`src/shared/srst_defs.svh`:
```
// constants of the system reset controller
//
// Functional notes
// five reset sources feed one controller
// power-on resets core, peripherals and test port
// pin reset spares test port except pins
// other resets spare test port; peripheral reset selective
// set then clear a bit resets peripheral
// peripheral reset drives all its clock domains
// reset bits follow clock gating bit order
// cause bits are sticky across later resets
// power-on leaves only the power-on cause
// boot fetch after power-on detector drops
// power-on detector acts only at power-up
// pin held low, then release and boot
// brown-out detection off until software enables
// brown-out gives interrupt or reset per config
// brown-out resets only with enable bit set
// brown-out reset held until supply restored
// system reset request resets all, then boots; the test port is not reset
// read-only identification registers for software
// second watchdog timeout with pending interrupt resets
// resets assert at once, release through two stages; test port resets drop one cycle after their source, without the stages
// one cause bit per source, software clears
`ifndef SRST_DEFS_SVH
`define SRST_DEFS_SVH

// register word offsets (byte addresses)
`define SRST_OFS_CAUSE   8'h00
`define SRST_OFS_BORCTL  8'h04
`define SRST_OFS_PRST0   8'h08
`define SRST_OFS_PRST1   8'h0C
`define SRST_OFS_PRST2   8'h10
`define SRST_OFS_CORECTL 8'h14
`define SRST_OFS_IDENTA  8'h18
`define SRST_OFS_IDENTB  8'h1C
`define SRST_OFS_CAPA    8'h20

// field positions
`define SRST_BOR_DET_EN  0
`define SRST_BOR_RST_EN  1
`define SRST_SYSREQ_BIT  2

// reset values
`define SRST_CAUSE_RST   5'h00
`define SRST_CAUSE_POR   5'h02
`define SRST_BORCTL_RST  2'h0

`endif

```
`src/shared/srst_pkg.sv`:
```
// types of the system reset controller
package srst_pkg;

  // register bus request from software
  typedef struct packed {
    logic [7:0]  addr;
    logic [31:0] wdata;
    logic        wr;
    logic        rd;
  } srst_bus_s;

  // one sticky bit per reset source
  typedef struct packed {
    logic wdt;
    logic sw;
    logic bor;
    logic por;
    logic ext;
  } srst_cause_s;

  // power-up tracking
  typedef enum logic {
    PH_POWERUP = 1'b0,
    PH_RUN     = 1'b1
  } srst_phase_e;

endpackage : srst_pkg

```
`src/rtl/srst_ctrl.sv`:
```
// system reset controller: sources, routing, cause record, release
`timescale 1ns/100ps
`include "srst_defs.svh"

module srst_ctrl
  import srst_pkg::*;
#(
  parameter int          PW       = 32,  // bits per peripheral reset reg
  parameter int          NDOM     = 2,   // clock domains per peripheral
  parameter logic [31:0] IDENTA_V = 32'h0001_0000, // arbitrary value
  parameter logic [31:0] IDENTB_V = 32'h0002_0000, // arbitrary value
  parameter logic [31:0] CAPA_V   = 32'h0000_00FF  // arbitrary value
) (
  // clock and power-up reset
  input  wire logic               clock_i,
  input  wire logic               sys_rst_i,
  // register bus
  input  wire srst_bus_s          bus_i,
  output logic [31:0]             rdata_o,
  // reset sources
  input  wire logic               rst_pin_n_i,
  input  wire logic               por_det_i,
  input  wire logic               bod_det_i,
  // watchdog events
  input  wire logic               wdt_timeout_i,
  input  wire logic               wdt_int_clr_i,
  input  wire logic               wdt_rst_en_i,
  // reset outputs
  output logic                    core_rst_o,
  output logic                    tap_rst_o,
  output logic                    tap_pin_rst_o,
  output logic [3*PW*NDOM-1:0]    per_rst_o,
  output logic                    boot_fetch_o,
  // interrupts toward the core
  output logic                    bor_int_o,
  output logic                    wdt_int_o
);

  localparam int NPER = 3 * PW;  // peripherals addressed by reset regs

  // refuse register widths the bus cannot carry
  if (PW < 1 || PW > 32 || NDOM < 1) begin : g_bad_param
    $error("srst_ctrl: PW must be 1..32 and NDOM at least 1");
  end

  srst_phase_e       phase;       // power-up or running
  srst_cause_s       cause;       // sticky reset cause
  logic [1:0]        borctl;      // detect enable, reset enable
  logic [NPER-1:0]   prst;        // peripheral reset bits
  logic [NPER-1:0]   prst_q;      // previous value, for fall detect
  logic [1:0]        core_sync;   // release stages
  logic              sw_req;      // one-cycle system request
  logic              por_act;     // power-on reset active
  logic              ext_act;     // pin reset active
  logic              bor_det;     // brown-out seen while enabled
  logic              bor_act;     // brown-out reset active
  logic              wdt_req;     // watchdog reset request
  logic              raw_rst;     // any system-wide reset
  logic              wr_cause;    // write to cause register
  logic [NPER-1:0]   next_prst;   // peripheral bits after a write

  // source decode
  assign por_act  = (phase == PH_POWERUP);
  assign ext_act  = !rst_pin_n_i;
  assign bor_det  = bod_det_i && borctl[`SRST_BOR_DET_EN];
  assign bor_act  = bor_det && borctl[`SRST_BOR_RST_EN];
  assign wdt_req  = wdt_timeout_i && wdt_int_o && wdt_rst_en_i;
  // every source joins here; peripheral reset stays apart
  assign raw_rst  = por_act | ext_act | bor_act | sw_req | wdt_req;
  assign wr_cause = bus_i.wr && (bus_i.addr == `SRST_OFS_CAUSE);

  // power-up tracking: the detector is obeyed only once
  always_ff @(posedge clock_i) begin
    if (sys_rst_i) begin
      phase <= PH_POWERUP;
    end else begin
      unique case (phase)
        PH_POWERUP: begin
          // hold until detector drops, then never look again
          if (!por_det_i) begin
            phase <= PH_RUN;
          end
        end
        PH_RUN: begin
          phase <= PH_RUN;
        end
      endcase
    end
  end

  // release stages: the first stage feeds only the second
  always_ff @(posedge clock_i) begin
    if (sys_rst_i) begin
      core_sync <= 2'h3;
    end else if (raw_rst) begin
      core_sync <= 2'h3;
    end else begin
      core_sync <= {core_sync[0], 1'b0};
    end
  end

  // core reset asserts on the source, drops after the stages drain
  always_ff @(posedge clock_i) begin
    if (sys_rst_i) begin
      core_rst_o <= 1'b1;
    end else begin
      core_rst_o <= raw_rst | core_sync[1];
    end
  end

  // one pulse when the core leaves reset and starts fetching
  always_ff @(posedge clock_i) begin
    if (sys_rst_i) begin
      boot_fetch_o <= 1'b0;
    end else begin
      boot_fetch_o <= core_rst_o && !raw_rst && !core_sync[1];
    end
  end

  // test port: full reset only at power-on, pins also on the pin
  always_ff @(posedge clock_i) begin
    if (sys_rst_i) begin
      tap_rst_o     <= 1'b1;
      tap_pin_rst_o <= 1'b1;
    end else begin
      tap_rst_o     <= por_act;
      tap_pin_rst_o <= por_act | ext_act;
    end
  end

  // software system request: self-clearing, stretched by the stages
  always_ff @(posedge clock_i) begin
    if (sys_rst_i) begin
      sw_req <= 1'b0;
    end else begin
      sw_req <= bus_i.wr && (bus_i.addr == `SRST_OFS_CORECTL)
                && bus_i.wdata[`SRST_SYSREQ_BIT];
    end
  end

  // brown-out control: off until software turns it on
  always_ff @(posedge clock_i) begin
    if (sys_rst_i || por_act) begin
      borctl <= `SRST_BORCTL_RST;
    end else if (bus_i.wr && bus_i.addr == `SRST_OFS_BORCTL) begin
      borctl <= bus_i.wdata[1:0];
    end
  end

  // brown-out without reset enable becomes an interrupt level
  always_ff @(posedge clock_i) begin
    if (sys_rst_i) begin
      bor_int_o <= 1'b0;
    end else begin
      bor_int_o <= bor_det && !borctl[`SRST_BOR_RST_EN];
    end
  end

  // watchdog first timeout pends; a second one resets
  always_ff @(posedge clock_i) begin
    if (sys_rst_i || core_rst_o) begin
      wdt_int_o <= 1'b0;
    end else if (wdt_timeout_i) begin
      wdt_int_o <= 1'b1; // set wins over a clear in the same cycle
    end else if (wdt_int_clr_i) begin
      wdt_int_o <= 1'b0;
    end
  end

  // cause record: sticky, cleared by writing zeros, set wins
  always_ff @(posedge clock_i) begin
    if (sys_rst_i) begin
      cause <= `SRST_CAUSE_RST;
    end else if (por_act) begin
      cause <= `SRST_CAUSE_POR;
    end else begin
      // a bit clears only when written as zero
      cause <= (wr_cause ? (cause & bus_i.wdata[4:0]) : cause)
             | {wdt_req, sw_req, bor_act, 1'b0, ext_act};
    end
  end

  // peripheral reset bits: same order as the clock gating bits
  always_comb begin
    next_prst = prst;
    if (bus_i.wr && bus_i.addr == `SRST_OFS_PRST0) begin
      next_prst[PW-1:0] = bus_i.wdata[PW-1:0];
    end
    if (bus_i.wr && bus_i.addr == `SRST_OFS_PRST1) begin
      next_prst[2*PW-1:PW] = bus_i.wdata[PW-1:0];
    end
    if (bus_i.wr && bus_i.addr == `SRST_OFS_PRST2) begin
      next_prst[3*PW-1:2*PW] = bus_i.wdata[PW-1:0];
    end
  end

  // reset bits clear with the rest of the system
  always_ff @(posedge clock_i) begin
    if (sys_rst_i || core_rst_o) begin
      prst   <= '0;
      prst_q <= '0;
    end else begin
      prst   <= next_prst;
      prst_q <= prst;
    end
  end

  // per peripheral: fall of its bit starts a staged reset pulse
  for (genvar p = 0; p < NPER; p++) begin : g_per
    logic [1:0] hold;  // release stages of this peripheral
    logic       fire;  // set then cleared by software

    assign fire = prst_q[p] && !prst[p];

    always_ff @(posedge clock_i) begin
      if (sys_rst_i || raw_rst || fire) begin
        hold <= 2'h3;
      end else begin
        hold <= {hold[0], 1'b0};
      end
    end

    // every clock domain of the unit sees the same reset
    always_ff @(posedge clock_i) begin
      if (sys_rst_i) begin
        per_rst_o[p*NDOM +: NDOM] <= '1;
      end else begin
        per_rst_o[p*NDOM +: NDOM] <= {NDOM{raw_rst | fire | hold[1]}};
      end
    end

  end

  // register reads: data only in the cycle after the strobe
  always_ff @(posedge clock_i) begin
    if (sys_rst_i || !bus_i.rd) begin
      rdata_o <= 32'h0000_0000;
    end else begin
      unique case (bus_i.addr)
        `SRST_OFS_CAUSE:   rdata_o <= {27'h0, cause};
        `SRST_OFS_BORCTL:  rdata_o <= {30'h0, borctl};
        `SRST_OFS_PRST0:   rdata_o <= 32'(prst[PW-1:0]);
        `SRST_OFS_PRST1:   rdata_o <= 32'(prst[2*PW-1:PW]);
        `SRST_OFS_PRST2:   rdata_o <= 32'(prst[3*PW-1:2*PW]);
        `SRST_OFS_IDENTA:  rdata_o <= IDENTA_V;
        `SRST_OFS_IDENTB:  rdata_o <= IDENTB_V;
        `SRST_OFS_CAPA:    rdata_o <= CAPA_V;
        // request bit is self-clearing, unmapped reads zero
        default:           rdata_o <= 32'h0000_0000;
      endcase
    end
  end
endmodule : srst_ctrl

```
`config.mk`:
```
export PLATFORM = sky130hd
export DESIGN_NAME = srst_ctrl
export DESIGN_NICKNAME = d
export VERILOG_FILES = /design/src/shared/srst_pkg.sv /design/src/rtl/srst_ctrl.sv
export VERILOG_INCLUDE_DIRS = /design/src /design/src/shared
export SDC_FILE = /design/constraint.sdc
export NUM_CORES = 1
export LEC_CHECK = 0
export BUFFER_PORTS_ARGS = -buffer_cell sky130_fd_sc_hd__buf_4
export CAP_MARGIN = 25
export CORE_MARGIN = 1.5
export CORE_UTILIZATION = 55
export DETAILED_ROUTE_END_ITERATION = 12
export PLACE_DENSITY = 0.76
export SLEW_MARGIN = 10
export SYNTH_ARGS = -nofsm -noshare
export SYNTH_HDL_FRONTEND = slang
export SYNTH_SLANG_ARGS = --single-unit
```
`constraint.sdc`:
```
create_clock -name clock_i -period 2.1 [get_ports clock_i]
set_input_delay 0.315 -clock clock_i [delete_from_list [all_inputs] [get_ports clock_i]]
set_output_delay 0.315 -clock clock_i [all_outputs]
set_load 0.01 [all_outputs]
```
==> results of run 1 <==
==> cell type report <==
class | instances | share of cell area
clock inverters | 12 | 0.00813
inverters | 103 | 0.0190
well taps | 390 | 0.0240
flip-flops and latches | 529 | 0.522
clock buffers | 71 | 0.0694
multi-input cells | 862 | 0.233
repair buffers | 321 | 0.125
diodes | 1 | 0.000123
==> metrics by stage <==
step                      power, mW  cells  setup WS, ns   util  hold WS, ns
after floorplan                10.5   1660         0.367      -        0.386
after global placement         10.7   2202        0.0293  0.628        0.387
after detailed placement       10.7   2202        0.0309  0.628        0.392
after CTS                      19.2   2288         0.166  0.681       0.0144
after global routing           19.7   2289        0.0780  0.681       0.0236
final                          19.1   2289         0.148  0.681       0.0310
==> state kept, by name (all words and copies together), names as in the netlist, 2 cells and up <==
signal and cells:
rdata_o 32, core_sync 2, borctl 2, per_rst_o 96
prst 96, prst_q 96, g_per.hold 192, cause 5
==> synthesized netlist by cell type, types with 5 or more instances <==
| library cell | n |
|---|---|
| a21o_1 | 8 |
| a21oi_1 | 129 |
| a22oi_1 | 24 |
| and2_1 | 90 |
| and3_1 | 5 |
| buf_2 | 21 |
| buf_4 | 103 |
| clkbuf_1 | 37 |
| dfxtp_1 | 529 |
| inv_1 | 102 |
| mux2i_1 | 10 |
| nand2_1 | 215 |
| nand3_1 | 8 |
| nor2_1 | 28 |
| nor3_1 | 8 |
| o21ai_0 | 32 |
| o21ai_1 | 71 |
| or2_1 | 17 |
| or2_2 | 176 |
==> cells in the final DEF (no fill, tap or decap), drive strengths merged, types with 4 or more instances in the layout <==
cell / instances
a21o: 8
a21oi: 129
a22oi: 24
and2: 91
and3: 5
buf: 318
bufinv: 4
clkbuf: 71
clkinv: 6
dfxtp: 529
inv: 103
mux2: 4
mux2i: 10
nand2: 215
nand3: 8
nor2: 29
nor3: 10
o21ai: 103
or2: 193
==> critical path: stages <==
cell           delay [ns]
dlygate4sd3_1        0.54
buf_4                0.14
and3_1               0.23
nor4_4               0.21
buf_12               0.23
buf_12               0.22
o21ai_0              0.16
or2_2                0.30
==> layer usage <==
layer | up-vias | share of wire
li1 | 5573 | -
met1 | 5479 | 0.40
met2 | 430 | 0.50
met3 | 85 | 0.063
met4 | 0 | 0.040
met5 | - | 0
==> power by group through the flow <==
stage	Clock, mW	Combinational (mW)	Sequential [mW]
after floorplan	0	0.132	10.4
after global placement	0	0.308	10.4
after detailed placement	0	0.315	10.4
after CTS	8.76	0.322	10.1
after global routing	9.18	0.353	10.1
final	8.62	0.326	10.1
==> final timing paths <==
kind | start | to | depth (start not counted)
max | wdt_timeout_i | per_rst_o[28] | 8
min | sys_rst_i | tap_pin_rst_o | 2
min reg2reg | g_per[23].hold[0] | g_per[23].hold[1] | 1
max reg2reg | phase | per_rst_o[28] | 6
==> cell families after synthesis <==
family          Yosys count  share of synthesized area
simple gates            572                      0.181
flops                   529                      0.634
compound gates          275                     0.0896
buf+inv                 269                     0.0867
mux                      14                    0.00869
xor+xnor                  1                   0.000524
==> reports/qor.txt, run 1 <==
I/O Pins: 280
# DRC: 0
GR Layer Usage met3: 0.0373
Fin. max-slew vios: 0
Root Buffer: clkbuf_16
Seq. cell area: 0.0106 mm2
Sw Share: 0.195
RSZ-0062 raised after global routing: no
Fill cells: 2313
Area grow syn2layout: 21.5%
Total gr overflow: 0
Row Count: 63
Nets@finish: 1916
Clock-pin slew on the worst setup and hold paths: 0.06 ns
Starting DRT DRC Count: 769
Maxcap violations: 0
Tightest Hold Check Type: primary input to register
Final worst path period need: 1.95 ns
Pin count of the biggest net entering global routing: 90
Die W: 177 um
PwrDens: 940 mW/mm2
Startpoint types: primary input
Synthesized area: 0.0167 mm2
Final Cell Area: 0.0203 mm2
CP required: 2.52 ns
Synth top area cells: dfxtp_1, or2_2, nand2_1
Cell Int Power: 15.4 mW
Share of post-route cells with drive strength above 1: 0.307
Top-area cell type share of the netlist area: 0.634
Wire per inst: 16.4 um
Asr flop ratio synth: 0
Worst Path Max Fanout: 38
DR pass1 iterations: 5
Worst-Skew Late Latency: 0.54 ns
Top FF cell, synth: dfxtp_1
Post-synthesis net count: 1710
CP endpoint kind: register
Total Routing Usage GR: 0.236
GR Util met1: 0.283
Port Buffers: 279
Routed WL: 37.6 mm
Hpwl dp: 25.5 mm
Status: finished clean
Starting density of the core: 0.561
Dominant cell type by area after synthesis: dfxtp_1
Worst-case clock skew: 0.0115 ns
CTS H-Tree Depth: 2
Die height: 177 um
Final Cycle Share: 0.929
Psw: 3.71 mW
Crit path kind: primary input to register
Post-CTS Resized: 0
Gate Count Post-Synth: 1660
# clock sinks: 529
Number of flops mapped to enable cells by yosys: 0
Yosys warns: 0
Setup bufs post-CTS: 0
Combinational share of power: 0.017
Worst-Margin Slew: 0.626 ns
CTS tree: yes
Final setup viols: 0
Busiest grt layer: met2
Sequential Power Share: 0.531
Clk pwr share: 0.452
Reg2Reg Setup Slack: 0.26 ns
Vias in the first global route: 11226
Avg Cell Area, Syn: 10.1 um2
Worst vdd ir: 669 uV
Routed vias: 11567
Synth cell types: 48
Post-synthesis sequential area ratio: 0.634
DR vias/cell: 5.05
CTS Buf Count: 49
Gp weighted congestion: 0.881
First-pass GRT wire length: 57.8 mm
Post-CTS Hold Buffers: 3
Met2 Use GR: 0.418
Area of the multi-input gates: 0.00472 mm2
Longest Clk Path Bufs: 3
Routed Antenna Nets: 0
Synthesis-stage register bit count: 529
Initial antenna violation count: 1
Full die area: 0.0314 mm2
Core ar.: 0.0298 mm2
Slew headroom: 0.583
Worst EP arrival: 2.37 ns
DP Area: 0.0187 mm2
Max frequency: 512 MHz
Leak: 7.39 nW
Setup TNS: 0 ns
Final hold vios: 0
No activity file was read; power rests on OpenSTA's default activity.
==> inputs of run 2 (changes only) <==
--- a/config.mk
+++ b/config.mk
@@ -8,10 +8,12 @@
 export LEC_CHECK = 0
 export BUFFER_PORTS_ARGS = -buffer_cell sky130_fd_sc_hd__buf_4
 export CAP_MARGIN = 25
+export CELL_PAD_IN_SITES_DETAIL_PLACEMENT = 2
+export CELL_PAD_IN_SITES_GLOBAL_PLACEMENT = 2
 export CORE_MARGIN = 1.5
-export CORE_UTILIZATION = 55
+export CORE_UTILIZATION = 35
 export DETAILED_ROUTE_END_ITERATION = 12
-export PLACE_DENSITY = 0.76
+export PLACE_DENSITY = 0.77
 export SLEW_MARGIN = 10
 export SYNTH_ARGS = -nofsm -noshare
 export SYNTH_HDL_FRONTEND = slang
==> reports/qor.txt, run 2 (same netlist as run 1, synthesis figures left out) <==
Crit path kind: primary input to register
Die W: 221 um (+25%)
Leading cell type in the layout, fill and taps excluded: dfxtp_1
Final worst path period need: 1.94 ns (-0.0142 ns)
Fin. max-slew vios: 0 (unchanged)
Core ar.: 0.0469 mm2 (+57%)
Routed WL: 50.3 mm (+34%)
Worst Setup EP: per_rst_o[30]
FF-to-FF End: per_rst_o[30]
CTS tree: yes
Worst r2r src: phase
Full die area: 0.0491 mm2 (+56%)
Initial antenna violation count: 3 (+2)
Final setup viols: 0 (unchanged)
CP endpoint kind: register
Share of post-route cells with drive strength above 1: 0.312 (+0.00486)
Clock-pin slew on the worst setup and hold paths: 0.06 ns (about the same)
DR vias/cell: 4.70 (-7.0%)
Worst Path Max Fanout: 25 (-34%)
Hpwl dp: 34.2 mm (+34%)
Total chip power: 20.6 mW (+8.0%)
First-pass GRT wire length: 78.0 mm (+35%)
Combinational share of power: 0.020 (+0.003)
Cell Int Power: 16.4 mW (+6.4%)
Row Count: 79 (+25%)
DR pass1 iterations: 4 (-1)
Startpoint types: primary input
Psw: 4.27 mW (+15%)
Worst vdd ir: 528 uV (-21%)
Hold Slack: 0.0362 ns (+0.00524 ns)
Reg2Reg Depth: 6 (unchanged)
Pin count of the biggest net entering global routing: 70 (-22%)
Root Buffer: clkbuf_16
Sequential Power Share: 0.492 (-0.039)
Total gr overflow: 0 (unchanged)
Status: finished clean
Final hold vios: 0 (unchanged)
Starting density of the core: 0.357 (-0.204)
Starting DRT DRC Count: 344 (-55%)
Max frequency: 516 MHz (+0.73%)
I/O Pins: 280 (unchanged)
RSZ-0062 raised after global routing: no
Worst-Skew Late Latency: 0.60 ns (+0.06 ns)
Commonest non-fill, non-tap cells in the layout: dfxtp_1, buf_4, nand2_1
Nets@finish: 1961 (+2.3%)
Tightest Hold Check Type: primary input to register
Reg2Reg Setup Slack: 0.20 ns (-0.06 ns)
Worst EP arrival: 2.42 ns (+0.05 ns)
CP required: 2.58 ns (+0.06 ns)
Die height: 221 um (+25%)
Hold Path Stages: 3 (+1)
Routed vias: 12046 (+4.1%)
Port Buffers: 279 (unchanged)
CTS H-Tree Depth: 2 (unchanged)
Post-CTS Resized: 0 (unchanged)
Area grow syn2layout: 27.5%
PwrDens: 968 mW/mm2 (+2.9%)
Non-Filler Instances: 2564 (+12%)
# clock sinks: 529 (unchanged)
Vias in the first global route: 13378 (+19%)
Sw Share: 0.207 (+0.0124)
Longest Clk Path Bufs: 3 (unchanged)
Worst-case clock skew: 0.0154 ns (+0.00394 ns)
Wire per inst: 19.6 um (+19%)
Clk pwr share: 0.488 (+0.036)
Biggest register: g_per.hold
Slew headroom: 0.540 (-0.0431)
Final Cycle Share: 0.923 (-0.00677)
Setup TNS: 0 ns (unchanged)
Routed Antenna Nets: 0 (unchanged)
CTS Buf Count: 55 (+12%)
Maxcap violations: 0 (unchanged)
# DRC: 0 (unchanged)
Gp weighted congestion: 0.819 (-7.1%)
Max reg flops: 192 (unchanged)
Worst-Margin Slew: 0.681 ns (+0.0551 ns)
Leak: 7.74 nW (+4.7%)
Total Routing Usage GR: 0.204 (-0.0316)
Inst Count DP: 2424 (+10%)
Critical path origin: sys_rst_i
==> run 2: area by class of cell <==
class / instances / area (um2)
well taps: 607 / 759
multi-input cells: 862 / 4730
inverters: 103 / 387
repair buffers: 360 / 2950
clock inverters: 15 / 194
diodes: 2 / 5.00
fillers: 4848 / 25500
clock buffers: 86 / 1700
flip-flops and latches: 529 / 10600
==> run 2: power groups by stage <==
| stage | logic [mW] | registers [mW] | clock network [mW] |
|---|---|---|---|
| final | 0.408 | 10.1 | 10.1 |
| after global placement | 0.333 | 10.4 | 0 |
| after detailed placement | 0.348 | 10.4 | 0 |
| after floorplan | 0.132 | 10.4 | 0 |
| after global routing | 0.446 | 10.1 | 10.8 |
| after CTS | 0.414 | 10.1 | 10.4 |
==> run 2: per-stage QoR <==
step	area (um2)	setup WS [ns]	utilization
6_report	21300	0.162	0.455
5_1_grt	21300	0.0738	0.455
4_1_cts	21300	0.174	0.455
3_5_place_dp	19000	-0.0343	0.406
3_3_place_gp	19000	0.0290	0.406
2_1_floorplan	16700	0.367	-
==> run 2: worst min path at each step <==
stage                   endpoint         startpoint  slack, ns
6_report               bor_int_o          bod_det_i       0.04
5_1_grt                bor_int_o          bod_det_i       0.01
4_1_cts                bor_int_o          bod_det_i      0.005
3_5_place_dp   g_per[17].hold[1]  g_per[17].hold[0]       0.40
3_3_place_gp   g_per[23].hold[1]  g_per[23].hold[0]       0.39
2_1_floorplan  g_per[17].hold[1]  g_per[17].hold[0]       0.39
==> run 2: timing repair <==
item,4_1_cts,5_1_grt
hold endpoints to repair,94,0
setup buffers,0,0
hold buffers,37,0
==> run 2: worst max-delay path: stages <==
cell and delay, ns:
dlygate4sd3_1 0.57, buf_4 0.15, nand3b_4 0.17, nor4_4 0.29
buf_4 0.21, buf_12 0.18, o21ai_0 0.19, or2_2 0.33
==> run 2: metal layers <==
metal / wire length (um) / track usage / part of all wire
met3: 2480 / 0.0415 / 0.049
met5: 17 / 0 / 0.00034
met4: 1670 / 0.0736 / 0.033
met1: 20000 / 0.231 / 0.40
met2: 26200 / 0.378 / 0.52
